### src/rtl/acs_pkg.sv
package acs_pkg;

    // Register port
    localparam int unsigned ADDR_W                 = 8;
    localparam int unsigned DATA_W                 = 8;
    localparam logic [7:0]  OFS_INTERRUPT_CONTROL  = 8'h0b;
    localparam logic [7:0]  OFS_PERIPH_IRQ_FLAGS   = 8'h0c;
    localparam logic [7:0]  OFS_ADC_RESULT_HIGH    = 8'h1e;
    localparam logic [7:0]  OFS_ADC_CONTROL_MAIN   = 8'h1f;
    localparam logic [7:0]  OFS_PERIPH_IRQ_ENABLES = 8'h8c;
    localparam logic [7:0]  OFS_VREF_CONTROL       = 8'h9b;
    localparam logic [7:0]  OFS_ADC_RESULT_LOW     = 8'h9e;
    localparam logic [7:0]  OFS_ADC_CONTROL_CONFIG = 8'h9f;

    // Reset value and vref implemented-bit write mask
    localparam logic [7:0]  RST_CONTROL            = 8'h00;
    localparam logic [7:0]  VREF_IMPL_MASK         = 8'hf0;

    // Field positions in adc_control_main
    localparam int unsigned CM_CONVERTER_ON        = 0;
    localparam int unsigned CM_CHANNEL_SELECT_HI   = 1;
    localparam int unsigned CM_CONVERT_GO          = 2;
    localparam int unsigned CM_CHANNEL_SELECT_LO   = 3;
    localparam int unsigned CM_CONV_CLOCK_SELECT   = 6;

    // Other field positions
    localparam int unsigned PIR_CONV_DONE_IRQ_FLAG = 6;
    localparam int unsigned PIE_CONV_DONE_IRQ_EN   = 6;
    localparam int unsigned CFG_RIGHT_JUSTIFY      = 7;

    // Compare module trigger mode
    localparam logic [3:0]  TRIGGER_MODE_CODE      = 4'hb;

    // Conversion clock select codes and divider masks (oscillator periods minus one)
    localparam logic [1:0]  CLKSEL_DIV2            = 2'h0;
    localparam logic [1:0]  CLKSEL_DIV8            = 2'h1;
    localparam logic [1:0]  CLKSEL_DIV32           = 2'h2;
    localparam logic [1:0]  CLKSEL_RC              = 2'h3;
    localparam logic [4:0]  DIV2_MASK              = 5'h01;
    localparam logic [4:0]  DIV8_MASK              = 5'h07;
    localparam logic [4:0]  DIV32_MASK             = 5'h1f;

    // Timing
    localparam int unsigned CLK_PERIOD_NS          = 20;
    localparam int unsigned QUARTERS_PER_INSTR     = 4;
    localparam logic [1:0]  SECOND_QUARTER_PHASE   = 2'h1;
    localparam logic [1:0]  RC_WAIT_LAST           = 2'(QUARTERS_PER_INSTR - 1);
    localparam int unsigned RESULT_BITS            = 12;
    localparam int unsigned SETTLE_TADS            = 1;
    localparam logic [3:0]  FULL_CONV_TADS         = 4'(SETTLE_TADS + RESULT_BITS);
    localparam logic [11:0] FIRST_TRIAL_BIT        = 12'h0800;

    typedef enum logic [2:0] {
        ACS_IDLE,
        ACS_RC_WAIT,
        ACS_SETTLE,
        ACS_CONVERT,
        ACS_DONE_WAIT,
        ACS_FINISH
    } acs_state_e;

endpackage

### src/rtl/acs_conversion_sequencer.sv
`timescale 1ns/10ps
module acs_conversion_sequencer
    import acs_pkg::*;
(
    // Clock and reset
    input  wire logic              i_clock,
    input  wire logic              i_sys_rst,
    // Register port
    input  wire logic [ADDR_W-1:0] i_addr,
    input  wire logic [DATA_W-1:0] i_wr_data,
    input  wire logic              i_wr_stb,
    input  wire logic              i_rd_stb,
    output logic      [DATA_W-1:0] o_rd_data,
    // Compare module
    input  wire logic [3:0]        i_compare_mode_select,
    input  wire logic              i_special_event,
    output logic                   o_ref_counter_clear,
    // Power and conversion clock
    input  wire logic              i_sleep,
    input  wire logic              i_rc_tick,
    output logic                   o_converter_powered,
    output logic                   o_wake,
    // Analog comparator and trial code
    input  wire logic              i_cmp_high,
    output logic      [11:0]       o_dac_code
);
    // Phase and divider group
    logic [1:0] qphase;
    logic [1:0] next_qphase;
    logic [4:0] osc_div;
    logic [4:0] next_osc_div;
    logic       trig_pend;
    logic       next_trig_pend;
    logic       in_second_quarter;
    logic       trig_act;
    logic       tad_tick;
    // Control group
    logic [7:0] interrupt_control;
    logic [7:0] peripheral_irq_flags;
    logic [7:0] peripheral_irq_enables;
    logic [7:0] vref_control;
    logic [7:0] adc_control_main;
    logic [7:0] adc_control_config;
    logic [7:0] next_interrupt_control;
    logic [7:0] next_peripheral_irq_flags;
    logic [7:0] next_peripheral_irq_enables;
    logic [7:0] next_vref_control;
    logic [7:0] next_adc_control_main;
    logic [7:0] next_adc_control_config;
    logic       converter_on;
    logic       convert_go;
    logic [1:0] conv_clock_select;
    logic       conv_done_irq_enable;
    // Sequencer group
    acs_state_e  state;
    acs_state_e  next_state;
    logic [11:0] sar;
    logic [11:0] next_sar;
    logic [11:0] trial;
    logic [11:0] next_trial;
    logic [1:0]  rc_cnt;
    logic [1:0]  next_rc_cnt;
    logic        pd_latch;
    logic        next_pd_latch;
    logic [7:0]  result_high_byte;
    logic [7:0]  result_low_byte;
    logic [7:0]  next_result_high_byte;
    logic [7:0]  next_result_low_byte;
    logic [7:0]  next_rd_data;
    logic [11:0] next_dac_code;
    logic        next_ref_counter_clear;
    logic        next_converter_powered;
    logic        next_wake;
    logic        busy;
    logic        sleep_abort;
    logic        finish;
    logic        load;
    logic [11:0] load_val;
    assign converter_on         = adc_control_main[CM_CONVERTER_ON];
    assign convert_go           = adc_control_main[CM_CONVERT_GO];
    assign conv_clock_select    = adc_control_main[CM_CONV_CLOCK_SELECT +: 2];
    assign conv_done_irq_enable = peripheral_irq_enables[PIE_CONV_DONE_IRQ_EN];
    function automatic logic [15:0] fmt_result(input logic [11:0] v, input logic right_just);
        if (right_just) begin
            fmt_result = {4'h0, v};
        end else begin
            fmt_result = {v, 4'h0};
        end
    endfunction
    // Quarter phases, oscillator divider, trigger alignment
    always_comb begin
        next_qphase       = qphase + 2'h1;
        next_osc_div      = osc_div + 5'h01;
        in_second_quarter = (qphase == SECOND_QUARTER_PHASE);
        // Trigger held pending so go always rises out of the second quarter
        trig_act          = in_second_quarter && (trig_pend || i_special_event) &&
                            (i_compare_mode_select == TRIGGER_MODE_CODE);
        next_trig_pend    = (trig_pend || i_special_event) && !in_second_quarter;
        case (conv_clock_select)
            CLKSEL_DIV2:  tad_tick = ((osc_div & DIV2_MASK) == DIV2_MASK);
            CLKSEL_DIV8:  tad_tick = ((osc_div & DIV8_MASK) == DIV8_MASK);
            CLKSEL_DIV32: tad_tick = ((osc_div & DIV32_MASK) == DIV32_MASK);
            default:      tad_tick = i_rc_tick;
        endcase
    end
    always_ff @(posedge i_clock) begin
        if (i_sys_rst) begin
            qphase    <= 2'h0;
            osc_div   <= 5'h00;
            trig_pend <= 1'b0;
        end else begin
            qphase    <= next_qphase;
            osc_div   <= next_osc_div;
            trig_pend <= next_trig_pend;
        end
    end
    // Control registers
    always_comb begin
        next_interrupt_control      = interrupt_control;
        next_peripheral_irq_flags   = peripheral_irq_flags;
        next_peripheral_irq_enables = peripheral_irq_enables;
        next_vref_control           = vref_control;
        next_adc_control_main       = adc_control_main;
        next_adc_control_config     = adc_control_config;
        if (i_wr_stb) begin
            case (i_addr)
                OFS_INTERRUPT_CONTROL:  next_interrupt_control      = i_wr_data;
                OFS_PERIPH_IRQ_FLAGS:   next_peripheral_irq_flags   = i_wr_data;
                OFS_PERIPH_IRQ_ENABLES: next_peripheral_irq_enables = i_wr_data;
                OFS_VREF_CONTROL:       next_vref_control           = i_wr_data & VREF_IMPL_MASK;
                OFS_ADC_CONTROL_CONFIG: next_adc_control_config     = i_wr_data;
                OFS_ADC_CONTROL_MAIN: begin
                    next_adc_control_main = i_wr_data;
                    // Go only sticks if the converter was already on and stays on
                    next_adc_control_main[CM_CONVERT_GO] = i_wr_data[CM_CONVERT_GO] && converter_on &&
                                                           i_wr_data[CM_CONVERTER_ON];
                end
                default: ;
            endcase
        end
        if (state == ACS_FINISH || sleep_abort) begin
            next_adc_control_main[CM_CONVERT_GO] = 1'b0;
        end
        // Hardware set wins over a same-cycle software clear
        if (trig_act && converter_on) begin
            next_adc_control_main[CM_CONVERT_GO] = 1'b1;
        end
        if (finish) begin
            next_peripheral_irq_flags[PIR_CONV_DONE_IRQ_FLAG] = 1'b1;
        end
    end
    always_ff @(posedge i_clock) begin
        if (i_sys_rst) begin
            interrupt_control      <= RST_CONTROL;
            peripheral_irq_flags   <= RST_CONTROL;
            peripheral_irq_enables <= RST_CONTROL;
            vref_control           <= RST_CONTROL;
            adc_control_main       <= RST_CONTROL;
            adc_control_config     <= RST_CONTROL;
        end else begin
            interrupt_control      <= next_interrupt_control;
            peripheral_irq_flags   <= next_peripheral_irq_flags;
            peripheral_irq_enables <= next_peripheral_irq_enables;
            vref_control           <= next_vref_control;
            adc_control_main       <= next_adc_control_main;
            adc_control_config     <= next_adc_control_config;
        end
    end
    // Conversion sequencer
    always_comb begin
        busy        = (state == ACS_RC_WAIT) || (state == ACS_SETTLE) ||
                      (state == ACS_CONVERT) || (state == ACS_DONE_WAIT);
        // Other clock sources stop in sleep, so the conversion cannot survive
        sleep_abort = busy && i_sleep && (conv_clock_select != CLKSEL_RC);
        finish      = (state == ACS_DONE_WAIT) && tad_tick && convert_go && converter_on && !sleep_abort;
        next_state  = state;
        next_sar    = sar;
        next_trial  = trial;
        next_rc_cnt = rc_cnt;
        load        = 1'b0;
        load_val    = sar;
        next_wake   = 1'b0;
        next_pd_latch = pd_latch && i_sleep;
        case (state)
            ACS_IDLE: begin
                if (convert_go && converter_on) begin
                    next_sar    = 12'h000;
                    next_trial  = 12'h000;
                    next_rc_cnt = 2'h0;
                    // Acquisition is software's job, same for every resolution
                    next_state  = (conv_clock_select == CLKSEL_RC) ? ACS_RC_WAIT : ACS_SETTLE;
                end
            end
            ACS_RC_WAIT: begin
                if (rc_cnt == RC_WAIT_LAST) begin
                    next_state = ACS_SETTLE;
                end else begin
                    next_rc_cnt = rc_cnt + 2'h1;
                end
            end
            ACS_SETTLE: begin
                if (tad_tick) begin
                    next_state = ACS_CONVERT;
                    next_trial = FIRST_TRIAL_BIT;
                end
            end
            ACS_CONVERT: begin
                if (tad_tick) begin
                    if (i_cmp_high) begin
                        next_sar = sar | trial;
                    end
                    next_trial = trial >> 1;
                    if (trial[0]) begin
                        next_state = ACS_DONE_WAIT;
                    end
                end
            end
            ACS_DONE_WAIT: begin
                if (finish) begin
                    next_state = ACS_FINISH;
                    load       = 1'b1;
                    if (i_sleep && conv_done_irq_enable) begin
                        next_wake = 1'b1;
                    end
                    if (i_sleep && !conv_done_irq_enable) begin
                        next_pd_latch = 1'b1;
                    end
                end
            end
            ACS_FINISH: begin
                next_state = ACS_IDLE;
            end
            default: begin
                next_state = ACS_IDLE;
            end
        endcase
        if (busy && (!convert_go || !converter_on)) begin
            // Undecided bits are still zero in sar
            next_state = ACS_IDLE;
            next_trial = 12'h000;
            load       = !convert_go;
        end
        if (sleep_abort) begin
            next_state    = ACS_IDLE;
            next_trial    = 12'h000;
            load          = 1'b0;
            next_pd_latch = 1'b1;
        end
        next_dac_code = next_sar | next_trial;
        {next_result_high_byte, next_result_low_byte} = {result_high_byte, result_low_byte};
        if (i_wr_stb && i_addr == OFS_ADC_RESULT_HIGH) begin
            next_result_high_byte = i_wr_data;
        end
        if (i_wr_stb && i_addr == OFS_ADC_RESULT_LOW) begin
            next_result_low_byte = i_wr_data;
        end
        if (load) begin
            {next_result_high_byte, next_result_low_byte} =
                fmt_result(load_val, adc_control_config[CFG_RIGHT_JUSTIFY]);
        end
        if (i_sys_rst) begin
            {next_result_high_byte, next_result_low_byte} = {result_high_byte, result_low_byte};
        end
        next_ref_counter_clear = trig_act;
        next_converter_powered = next_adc_control_main[CM_CONVERTER_ON] && !next_pd_latch &&
                                 !(i_sleep && (conv_clock_select != CLKSEL_RC));
        next_rd_data = 8'h00;
        if (i_rd_stb) begin
            case (i_addr)
                OFS_INTERRUPT_CONTROL:  next_rd_data = interrupt_control;
                OFS_PERIPH_IRQ_FLAGS:   next_rd_data = peripheral_irq_flags;
                OFS_ADC_RESULT_HIGH:    next_rd_data = result_high_byte;
                OFS_ADC_CONTROL_MAIN:   next_rd_data = adc_control_main;
                OFS_PERIPH_IRQ_ENABLES: next_rd_data = peripheral_irq_enables;
                OFS_VREF_CONTROL:       next_rd_data = vref_control;
                OFS_ADC_RESULT_LOW:     next_rd_data = result_low_byte;
                OFS_ADC_CONTROL_CONFIG: next_rd_data = adc_control_config;
                default:                next_rd_data = 8'h00;
            endcase
        end
    end
    always_ff @(posedge i_clock) begin
        if (i_sys_rst) begin
            state               <= ACS_IDLE;
            sar                 <= 12'h000;
            trial               <= 12'h000;
            rc_cnt              <= 2'h0;
            pd_latch            <= 1'b0;
            o_rd_data           <= 8'h00;
            o_dac_code          <= 12'h000;
            o_ref_counter_clear <= 1'b0;
            o_converter_powered <= 1'b0;
            o_wake              <= 1'b0;
        end else begin
            state               <= next_state;
            sar                 <= next_sar;
            trial               <= next_trial;
            rc_cnt              <= next_rc_cnt;
            pd_latch            <= next_pd_latch;
            o_rd_data           <= next_rd_data;
            o_dac_code          <= next_dac_code;
            o_ref_counter_clear <= next_ref_counter_clear;
            o_converter_powered <= next_converter_powered;
            o_wake              <= next_wake;
        end
        // Result bytes have no reset on purpose
        result_high_byte <= next_result_high_byte;
        result_low_byte  <= next_result_low_byte;
    end
    // Helper: conversion periods counted since the start of settling
    logic [3:0] conv_tads;
    always_ff @(posedge i_clock) begin
        if (i_sys_rst || state == ACS_IDLE || state == ACS_RC_WAIT) begin
            conv_tads <= 4'h0;
        end else if (tad_tick && conv_tads != 4'hf) begin
            conv_tads <= conv_tads + 4'h1;
        end
    end
    property p_trigger_go;
        @(posedge i_clock) disable iff (i_sys_rst)
        trig_act && converter_on |=> convert_go;
    endproperty
    a_trigger_go: assert property (p_trigger_go) else $error("trigger did not set go");
    property p_trigger_clear;
        @(posedge i_clock) disable iff (i_sys_rst)
        in_second_quarter && (trig_pend || i_special_event) && i_compare_mode_select == TRIGGER_MODE_CODE
        |=> o_ref_counter_clear ##1 !o_ref_counter_clear;
    endproperty
    a_trigger_clear: assert property (p_trigger_clear) else $error("counter clear pulse wrong");
    property p_off_ignores;
        @(posedge i_clock) disable iff (i_sys_rst)
        !converter_on && !(i_wr_stb && i_addr == OFS_ADC_CONTROL_MAIN) |=> !convert_go && state == ACS_IDLE;
    endproperty
    a_off_ignores: assert property (p_off_ignores) else $error("converter off but go or busy");
    property p_reset_state;
        @(posedge i_clock) i_sys_rst |=> state == ACS_IDLE && adc_control_main == RST_CONTROL && !o_converter_powered;
    endproperty
    a_reset_state: assert property (p_reset_state) else $error("reset did not clear converter");
    property p_early_halt;
        @(posedge i_clock) disable iff (i_sys_rst)
        state == ACS_CONVERT && !convert_go && !sleep_abort
        |=> state == ACS_IDLE && result_high_byte == $past(fmt_result(sar, adc_control_config[CFG_RIGHT_JUSTIFY]) >> 8);
    endproperty
    a_early_halt: assert property (p_early_halt) else $error("early halt result wrong");
    property p_full_length;
        @(posedge i_clock) disable iff (i_sys_rst)
        state == ACS_CONVERT ##1 state == ACS_DONE_WAIT |-> conv_tads == FULL_CONV_TADS;
    endproperty
    a_full_length: assert property (p_full_length) else $error("conversion length not 13 periods");
    property p_flag_then_go;
        @(posedge i_clock) disable iff (i_sys_rst)
        finish |=> peripheral_irq_flags[PIR_CONV_DONE_IRQ_FLAG] && convert_go ##1 !convert_go;
    endproperty
    a_flag_then_go: assert property (p_flag_then_go) else $error("flag or go order wrong");
    property p_rc_wait;
        @(posedge i_clock) disable iff (i_sys_rst)
        state == ACS_SETTLE && $past(state) == ACS_RC_WAIT |-> $past(rc_cnt) == RC_WAIT_LAST;
    endproperty
    a_rc_wait: assert property (p_rc_wait) else $error("RC wait not one instruction cycle");
    property p_sleep_abort;
        @(posedge i_clock) disable iff (i_sys_rst)
        sleep_abort |=> state == ACS_IDLE && !convert_go && converter_on && !o_converter_powered;
    endproperty
    a_sleep_abort: assert property (p_sleep_abort) else $error("sleep abort wrong");
    property p_sleep_finish;
        @(posedge i_clock) disable iff (i_sys_rst)
        finish && i_sleep |=> (conv_done_irq_enable ? o_wake : (!o_converter_powered && converter_on));
    endproperty
    a_sleep_finish: assert property (p_sleep_finish) else $error("sleep finish wake or power wrong");
    c_full_conv:    cover property (@(posedge i_clock) disable iff (i_sys_rst) finish);
    c_trigger_run:  cover property (@(posedge i_clock) disable iff (i_sys_rst) trig_act && converter_on);
    c_early_halt:   cover property (@(posedge i_clock) disable iff (i_sys_rst) state == ACS_CONVERT && !convert_go);
    c_sleep_wake:   cover property (@(posedge i_clock) disable iff (i_sys_rst) finish && i_sleep);
endmodule // acs_conversion_sequencer

### config.mk
export PLATFORM = sky130hd
export DESIGN_NAME = acs_conversion_sequencer
export DESIGN_NICKNAME = d
export VERILOG_FILES = /design/src/rtl/acs_pkg.sv /design/src/rtl/acs_conversion_sequencer.sv
export SDC_FILE = /design/constraint.sdc
export NUM_CORES = 1
export LEC_CHECK = 0
export ABC_AREA = 0
export BUFFER_PORTS_ARGS = -buffer_cell sky130_fd_sc_hd__buf_2
export CORE_MARGIN = 2
export CORE_UTILIZATION = 64
export CTS_CLUSTER_SIZE = 10
export DETAILED_ROUTE_END_ITERATION = 10
export PLACE_DENSITY = 0.88
export SETUP_SLACK_MARGIN = 0.1
export SYNTH_ARGS = -nofsm -noshare
export SYNTH_HDL_FRONTEND = slang
export SYNTH_SLANG_ARGS = --single-unit
### constraint.sdc
create_clock -name i_clock -period 5.3 [get_ports i_clock]
set_input_delay 1.06 -clock i_clock [delete_from_list [all_inputs] [get_ports i_clock]]
set_output_delay 1.06 -clock i_clock [all_outputs]
set_load 0.05 [all_outputs]
# == Yosys cells after proc, flatten, opt, wreduce, memory -nomap -nowiden ==
# Index checks and enable logic that the tools add are counted.
# op_classes
n_mux,44
add_sub_neg,3
bitwise,6
n_reduce_logical,59
n_eq_ne,29
# ops
op,n
12-bit two-way mux,8
8-bit one-hot mux with 8 select lines,1
12-bit one-hot mux with 3 select lines,1
8-bit equality test (second input constant),4
8-bit two-way mux,4
3-bit two-way mux,8
12-bit bitwise OR,2
12-bit one-hot mux with 2 select lines,1
1-bit logical AND,22
2-bit AND reduction,10
8-bit by 4-bit equality test with 1-bit output (second input constant),2
8-bit by 5-bit equality test with 1-bit output (second input constant),2
16-bit two-way mux,1
2-bit != test (second input constant),8
3-bit one-hot mux with 5 select lines,1
7-bit two-way mux,2
1-bit two-way mux,12
2-bit nonzero test,5
3-bit equality test (second input constant),3
1-bit zero test,7
2-bit equality test (second input constant),3
3-bit by 2-bit equality test with 1-bit output (second input constant),2
1-bit logical OR,6
2-bit two-way mux,3
16 further kinds,23
# totals
inputBits,28
output_inout_bits,23
regBits,121
wordCells,165

# == Depth between registers and ports, before layout ==
# Gate-level depths: netlist of the first run.
# logic_depth
word_depth,14
depth_mapped,9
depth_no_buf,7

# == Least setup slack after synthesis of the first run ==
# OpenSTA, ideal clock, no wires.
# synth_timing
path_type,in2reg
startpoint,input i_sleep
endpoint,register result_high_byte[0] (enable)
n_path_buf,3
setup_ps,345
slack_ps,2616
t_required_ps,4955
arrival_ps,2338
cell_stages,7
path_cell_list,a21boi_0 a211o_1 buf_6 and2_4 buf_6 buf_6 a21oi_2
# synth_between
elab_chain_cells,10
# synth_rtl
element,line,rtl
from (decl),acs_conversion_sequencer.sv:19,"input wire logic i_sleep,"
1-bit logical AND * (2 in a row),acs_conversion_sequencer.sv:174,sleep_abort = busy && i_sleep && (conv_clock_select != CLKSEL_RC);
1-bit zero test,acs_conversion_sequencer.sv:175,finish = (state == ACS_DONE_WAIT) && tad_tick && convert_go && converter_on && !sleep_abort;
1-bit logical AND,acs_conversion_sequencer.sv:175,
1-bit two-way mux,acs_conversion_sequencer.sv:219,if (finish) begin
1-bit two-way mux,acs_conversion_sequencer.sv:184,case (state)
1-bit two-way mux,acs_conversion_sequencer.sv:237,if (busy && (!convert_go || !converter_on)) begin
1-bit two-way mux *,acs_conversion_sequencer.sv:243,if (sleep_abort) begin
2-bit nonzero test (no source line) *,--,
2-bit AND reduction (no source line) *,--,
to (signal assigned),acs_conversion_sequencer.sv:307,result_high_byte <= next_result_high_byte;
to (decl),acs_conversion_sequencer.sv:65,logic [7:0] result_high_byte;
# Every way passes the cells marked *; elsewhere a longest branch is shown, timed or not.
# A chain may end at the register's enable or synchronous reset.

# == Final worst setup path of the first run ==
# layout_timing
startpoint,register osc_div[0]
endpoint,register trial[8]
# layout_between
elab_chain_cells,6
elab_cells_between_ends,8
cone_classes,2 x eq/ne; 6 x mux
# layout_rtl
element,line,rtl
from (decl),acs_conversion_sequencer.sv:30,logic [4:0] osc_div;
from (signal assigned),acs_conversion_sequencer.sv:113,osc_div <= next_osc_div;
5-bit equality test or 3-bit equality test (tied branches),"acs_conversion_sequencer.sv:102, acs_conversion_sequencer.sv:101",
1-bit one-hot mux with 3 select lines *,acs_conversion_sequencer.sv:99,case (conv_clock_select)
12-bit two-way mux (on tied branches),"acs_conversion_sequencer.sv:208, acs_conversion_sequencer.sv:202",
12-bit one-hot mux with 3 select lines *,acs_conversion_sequencer.sv:184,
12-bit two-way mux *,acs_conversion_sequencer.sv:237,
12-bit two-way mux *,acs_conversion_sequencer.sv:243,
to (signal assigned),acs_conversion_sequencer.sv:297,trial <= next_trial;
to (decl),acs_conversion_sequencer.sv:59,logic [11:0] trial;
# Marks and branches as above.

==> results of run 1 <==
==> cells in the mapped netlist, types with 4 or more instances <==
| cell | count |
|---|---|
| dfxtp_1 | 105 |
| nor2_1 | 47 |
| mux2i_1 | 37 |
| nand2_1 | 35 |
| nand3_1 | 34 |
| a21oi_1 | 28 |
| clkbuf_1 | 23 |
| a22oi_1 | 21 |
| and2_1 | 16 |
| edfxtp_1 | 16 |
| a22o_1 | 14 |
| a221o_1 | 12 |
| nand2b_1 | 11 |
| o21ai_0 | 11 |
| buf_2 | 9 |
| mux4_2 | 9 |
| o21ai_2 | 8 |
| nor2b_1 | 7 |
| inv_1 | 6 |
| and3_1 | 5 |
| buf_6 | 5 |
| ha_1 | 5 |
| a211oi_1 | 4 |
| a31oi_1 | 4 |
| nand3b_1 | 4 |
| nand4_1 | 4 |
| nor3_1 | 4 |
==> routing by layer <==
layer,vias to the layer above,share of wire
li1,2064,-
met1,2248,0.39
met2,287,0.48
met3,59,0.091
met4,0,0.035
met5,-,0
==> cell usage in the layout, fill, tap and decap left out, types with 4 or more instances in the layout <==
cell	Yosys	routed
a211oi_1	4	4
a21oi_1	28	28
a221o_1	12	12
a22o_1	14	14
a22oi_1	21	21
a31oi_1	4	4
and2_1	16	16
and3_1	5	5
buf_2	9	50
clkbuf_16	0	17
dfxtp_1	105	105
edfxtp_1	16	16
ha_1	5	5
inv_1	6	6
mux2i_1	37	37
mux4_2	9	9
nand2_1	35	35
nand2b_1	11	11
nand3_1	34	34
nand3b_1	4	4
nand4_1	4	4
nor2_1	47	46
nor2b_1	7	7
nor3_1	4	4
o21ai_0	11	11
o21ai_2	8	8
==> registers in the layout (all words and copies together) (netlist names), 5 cells and up <==
register / flops
o_rd_data: 8
adc_control_main: 8
interrupt_control: 8
result_high_byte: 8
result_low_byte: 8
peripheral_irq_flags: 8
o_dac_code: 12
adc_control_config: 8
load_val: 12
peripheral_irq_enables: 8
osc_div: 5
trial: 12
==> final timing paths <==
check	end	slack, ps	cells past startpoint
worst min register to register	qphase[0]	430	1
worst min-delay path	qphase[0]	430	1
worst max-delay path	trial[8]	2530	7
worst max register to register	trial[8]	2530	7
==> stage by stage <==
step	worst slack [ps]	hold slack (ps)
after CTS	2354	427.5
after floorplan	2616	399.2
after detailed placement	2218	419.1
final	2528	426.5
after global routing	2380	430.9
after global placement	2258	406.7
==> cell families after synthesis <==
logic type	after synthesis	synth area share
AOI/OAI and AO/OA	127	0.1766
xor gates and xnor gates	1	0.001604
adders and majority gates	5	0.01145
buffers and inverters	47	0.04191
DFF	121	0.4727
muxes	48	0.1090
and+or+nand+nor	190	0.1867
==> critical path, cell delays in order (launching register included) <==
cell	delay (ps)
dfxtp_1	350
ha_1	230
and3_1	190
ha_1	190
mux4_2	570
and3_4	240
nor3_2	660
a22o_1	280
==> report_power, final <==
| part | switching, W | leakage [nW] | total (W) | internal [W] |
|---|---|---|---|---|
| Clock | 0.000439 | 0.300 | 0.00120 | 0.000760 |
| Sequential | 0.0000119 | 0.991 | 0.000954 | 0.000942 |
| Combinational | 0.0000919 | 1.24 | 0.000139 | 0.0000467 |
==> cell type report <==
| class | count | area [um2] |
|---|---|---|
| Inverter | 6 | 22.52 |
| Tap cell | 105 | 131.4 |
| Multi-Input combinational cell | 371 | 2654 |
| Clock inverter | 13 | 165.2 |
| Fill cell | 527 | 1984 |
| Timing Repair Buffer | 52 | 265.3 |
| Clock buffer | 19 | 452.9 |
| Sequential cell | 121 | 2582 |
==> results.sh, run 1 <==
export IMPL_run_status="completed"
export IMPL_post_dp_cell_area_um2=5653
export IMPL_wl_per_cell_um=20.48
export IMPL_first_pass_iters=5
export IMPL_vdd_drop_max_v=0.0002351
export IMPL_initial_utilization=0.6615
export IMPL_path_clk_slew_ps=60
export IMPL_htreeDepth=4
export IMPL_grt_usage=0.3162
export IMPL_grt_pass1_vias=4375
export IMPL_avgSynthCellArea_um2=10.13
export IMPL_io_pin_count=51
export IMPL_criticalPathCategory="register to register"
export IMPL_drcViolationCount=0
export IMPL_drt_iter0_drc=455
export IMPL_synth_net_count=572
export IMPL_ys_flop_type="dfxtp_1"
export IMPL_yosys_top_cells_area="dfxtp_1 (38%), edfxtp_1 (8.8%), mux2i_1 (6.8%), mux4_2 (3.7%), nor2_1 (3.2%)"
export IMPL_min_delay_start="qphase[0]"
export IMPL_final_core_util=0.7597
export IMPL_dpl_cell_count=655
export IMPL_cts_buffer_depth=2
export IMPL_antenna_cells=0
export IMPL_core_area_um2=8258
export IMPL_grt_met1_usage=0.3940
export IMPL_critPathLaunchType="register"
export IMPL_final_area_um2=6274
export IMPL_ys_types=63
export IMPL_p_total_w=0.002291
export IMPL_yosys_area_top_type="dfxtp_1"
export IMPL_dpl_hpwl_um=8496
export IMPL_worst_clock_skew_ps=4.421
export IMPL_rsz0062_at_grt="no"
export IMPL_cts_root_buffer="clkbuf_8"
export IMPL_area_delta_synth_final_pct=14.84
export IMPL_portBuffers=50
export IMPL_busiest_layer="met2"
export IMPL_grt_pass1_wl_um=22000
export IMPL_met3_usage=0.08922
export IMPL_drv_slew=0
export IMPL_leakage_nw=2.528
export IMPL_end_kind="register"
export IMPL_syn_inst=539
export IMPL_synth_edf_count=16
export IMPL_synth_async_reset_ratio=0
export IMPL_via_per_inst=6.780
export IMPL_setup_tns_ps=0
export IMPL_die_area_um2=9290
export IMPL_syn_area_um2=5463
export IMPL_wl_um=14070
export IMPL_die_h_um=96.39
export IMPL_num_rows=33
export IMPL_antenna_left=0
export IMPL_vias=4658
export IMPL_cts_tree="yes"
export IMPL_gp_congestion=0.8765
export IMPL_clk_latency_ps=520
export IMPL_setup_viol_count_final=0
export IMPL_clock_sinks=121
export IMPL_hold_viol=0
export IMPL_drive_above_1_share=0.2045
export IMPL_slew_headroom=0.3362
export IMPL_antenna_found_initial=0
export IMPL_rr_startpoint="osc_div[0]"
export IMPL_cap_viol_max_count=0
export IMPL_period_needed_ps=2772
export IMPL_powerDensity_nw_per_um2=365.2
export IMPL_worstPathMaxFanout=12
export IMPL_final_period_utilization=0.5230
export IMPL_seq_area_frac_synth=0.4727
export IMPL_grt_overflow=0
export IMPL_setup_worst_path_start="osc_div[0]"
export IMPL_clock_fmax_mhz=360.8
export IMPL_postCtsHoldBufs=0
export IMPL_synth_seq_cells=121
export IMPL_hp_class="register to register"
export IMPL_post_cts_resized=0
export IMPL_yosys_warnings=0
export IMPL_fp_dieW_um=96.39
export IMPL_grtUsageMet2=0.5098
export IMPL_post_cts_buffers=0
export IMPL_critical_path_required_ps=5760
export IMPL_fin_nets=602
export IMPL_worstPathArrival_ps=3230
export IMPL_worst_pin_slew_ps=991.0
export IMPL_numCtsBuffers=17
export IMPL_synth_top_area_frac=0.3848
export IMPL_layout_cells_non_filler=687
export IMPL_grt_start_max_net_pins=60
Note: power is estimated with default switching activity, not from simulation.
==> run 2, diff against run 1 <==
ABC_AREA = 1   (was 0)
CORE_UTILIZATION = 53   (was 64)
PLACE_DENSITY = 0.78   (was 0.88)
clock period = 2.3 ns   (was 5.3 ns; I/O delays follow)
==> run 2 against run 1 <==
Core utilization is 11 points lower. Combinational power increased by 43%. Global-route usage fell by 5.9 points. Sequential share of layout area decreased by 2.0 points. First-iteration DRC count increased by 11%. Design area grew 5.3%. Die area grew 21%. Worst setup slack lost 2400 ps. Critical path type unchanged. Critical endpoint is now result_high_byte[2].
==> results.sh, run 2 <==
export IMPL_run_status="completed"
export IMPL_grt_usage=0.2571
export IMPL_cpMostUsedCell="nand2_1"
export IMPL_layout_common_cells="nand2_1 (214), dfxtp_1 (104), inv_1 (95)"
export IMPL_hold_depth=3
export IMPL_syn_inst=759
export IMPL_antenna_left=0
export IMPL_postCtsHoldBufs=0
export IMPL_fin_nets=851
export IMPL_end_kind="register"
export IMPL_num_rows=37
export IMPL_io_pin_count=51
export IMPL_period_needed_ps=2129
export IMPL_drcViolationCount=0
export IMPL_final_period_utilization=0.9256
export IMPL_drv_slew=0
export IMPL_die_h_um=106.1
export IMPL_cts_root_buffer="clkbuf_8"
export IMPL_synth_top_area_frac=0.3807
export IMPL_htreeDepth=4
export IMPL_post_dp_cell_area_um2=5873
export IMPL_yosys_top_cells_area="dfxtp_1 (38%), nand2_1 (15%), edfxtp_1 (8.7%), inv_1 (6.5%), nand3_1 (5.5%)"
export IMPL_final_common_cell="nand2_1"
export IMPL_worstPathArrival_ps=2340
export IMPL_leakage_nw=3.066
export IMPL_cp_slowest_stage_delay_ps=370
export IMPL_critical_path_required_ps=2510
export IMPL_wl_per_cell_um=14.31
export IMPL_antenna_cells=0
export IMPL_numCtsBuffers=17
export IMPL_vias=5096
export IMPL_cts_buffer_depth=2
export IMPL_yosys_warnings=0
export IMPL_critPathLaunchType="register"
export IMPL_worst_clock_skew_ps=8.158
export IMPL_area_delta_synth_final_pct=19.62
export IMPL_yosys_area_top_type="dfxtp_1"
export IMPL_clock_fmax_mhz=469.7
export IMPL_grt_start_max_net_pins=24
export IMPL_drive_above_1_share=0.1600
export IMPL_seq_area_frac_synth=0.4677
export IMPL_powerDensity_nw_per_um2=824.9
export IMPL_via_per_inst=5.270
export IMPL_criticalPathCategory="register to register"
export IMPL_initial_utilization=0.5397
export IMPL_ys_types=35
export IMPL_wl_um=13840
export IMPL_synth_common_cells="nand2_1 (214), dfxtp_1 (105), inv_1 (95)"
export IMPL_path_clk_slew_ps=60
export IMPL_vdd_drop_max_v=0.0004545
export IMPL_cap_viol_max_count=0
export IMPL_cts_tree="yes"
export IMPL_final_core_util=0.6456
export IMPL_final_area_um2=6605
export IMPL_ys_flop_type="dfxtp_1"
export IMPL_antenna_found_initial=0
export IMPL_first_pass_iters=6
export IMPL_grt_pass1_wl_um=22850
export IMPL_clk_latency_ps=510
export IMPL_hp_class="input port to register"
export IMPL_hold_viol=0
export IMPL_path_cells="ha_1, and3_1, ha_1, nand2_1, nand2_1, nand2_1, nand3_4, nand2_2, o21ai_2, nand2_4, a21oi_1, buf_4"
export IMPL_worstPathMaxFanout=13
export IMPL_grt_overflow=0
export IMPL_core_area_um2=10230
export IMPL_gp_congestion=0.9081
export IMPL_dpl_hpwl_um=9622
export IMPL_slowest_stage="dfxtp_2"
export IMPL_synth_net_count=792
export IMPL_fp_dieW_um=106.1
export IMPL_slew_headroom=0.5827
export IMPL_synth_edf_count=16
export IMPL_die_area_um2=11250
export IMPL_avgSynthCellArea_um2=7.275
export IMPL_holdWs_ps=224.3
export IMPL_ff2ff_path_depth=12
export IMPL_synth_seq_cells=121
export IMPL_clock_sinks=121
export IMPL_portBuffers=50
export IMPL_rsz0062_at_grt="no"
export IMPL_syn_area_um2=5522
export IMPL_drt_iter0_drc=506
export IMPL_synth_async_reset_ratio=0
export IMPL_worst_pin_slew_ps=625.1
export IMPL_setup_viol_count_final=0
export IMPL_grt_pass1_vias=4969
export IMPL_synth_most_common_cell="nand2_1"
[run 2: layout make-up]
class	count	area (um2)
clock buffers	22	494.2
multi-input cells	507	2379
clock inverters	10	206.4
well taps	136	170.2
flip-flops and latches	121	2584
fillers	889	3626
repair buffers	68	385.4
inverters	103	386.6
[run 2: metrics by stage]
stage	setup TNS [ps]	worst slack, ps	total power, W	cells
6_report	0	171.2	0.005448	967
3_5_place_dp	0	171.0	0.002398	931
4_1_cts	0	145.6	0.005467	963
3_3_place_gp	0	278.3	0.002389	931
2_1_floorplan	-224.1	-14.01	0.002313	759
5_1_grt	0	104.6	0.005585	967
[run 2: worst paths after layout]
check | from | endpoint | slack (ps)
max | osc_div[0] | result_high_byte[2] | 170
min | i_compare_mode_select[0] | o_ref_counter_clear | 220
max reg2reg | osc_div[0] | result_high_byte[2] | 170
min reg2reg | qphase[0] | qphase[0] | 420
[run 2: power by group]
| part | total (W) | internal (W) | switching [W] |
|---|---|---|---|
| registers | 0.00216 | 0.00215 | 0.00000704 |
| clock network | 0.00309 | 0.00216 | 0.000929 |
| logic | 0.000199 | 0.0000596 | 0.000139 |
[run 2: cell families (layout without fill, tap and decap cells)]
| group | after synthesis | in the layout | share of synthesized area |
|---|---|---|---|
| compound gates | 130 | 130 | 0.1226 |
| simple gates | 372 | 372 | 0.2968 |
| buf+inv | 131 | 203 | 0.1015 |
| fa+ha+maj | 5 | 5 | 0.01133 |
| flops | 121 | 121 | 0.4677 |
[run 2: per-layer routing]
| metal | track usage | wire length (um) | share of wire |
|---|---|---|---|
| met1 | 0.3081 | 5846 | 0.42 |
| met2 | 0.4429 | 6680 | 0.48 |
| met3 | 0.06315 | 979 | 0.071 |
| met4 | 0.1034 | 331 | 0.024 |
| met5 | 0 | 0 | 0 |
[run 2: worst max-delay path: cells and delay by family, from the launching register on]
kind / cells / cell delay, ps
compound gates: 2 / 260
fa+ha+maj: 2 / 340
buf+inv: 1 / 200
flops: 1 / 370
simple gates: 7 / 640
[run 2: timing repair]
item                       in CTS  in global routing
resized for setup               1                  0
pin swaps                       0                  1
buffers inserted                0                  4
setup endpoints to repair       8                 16
hold endpoints to repair        0                  0
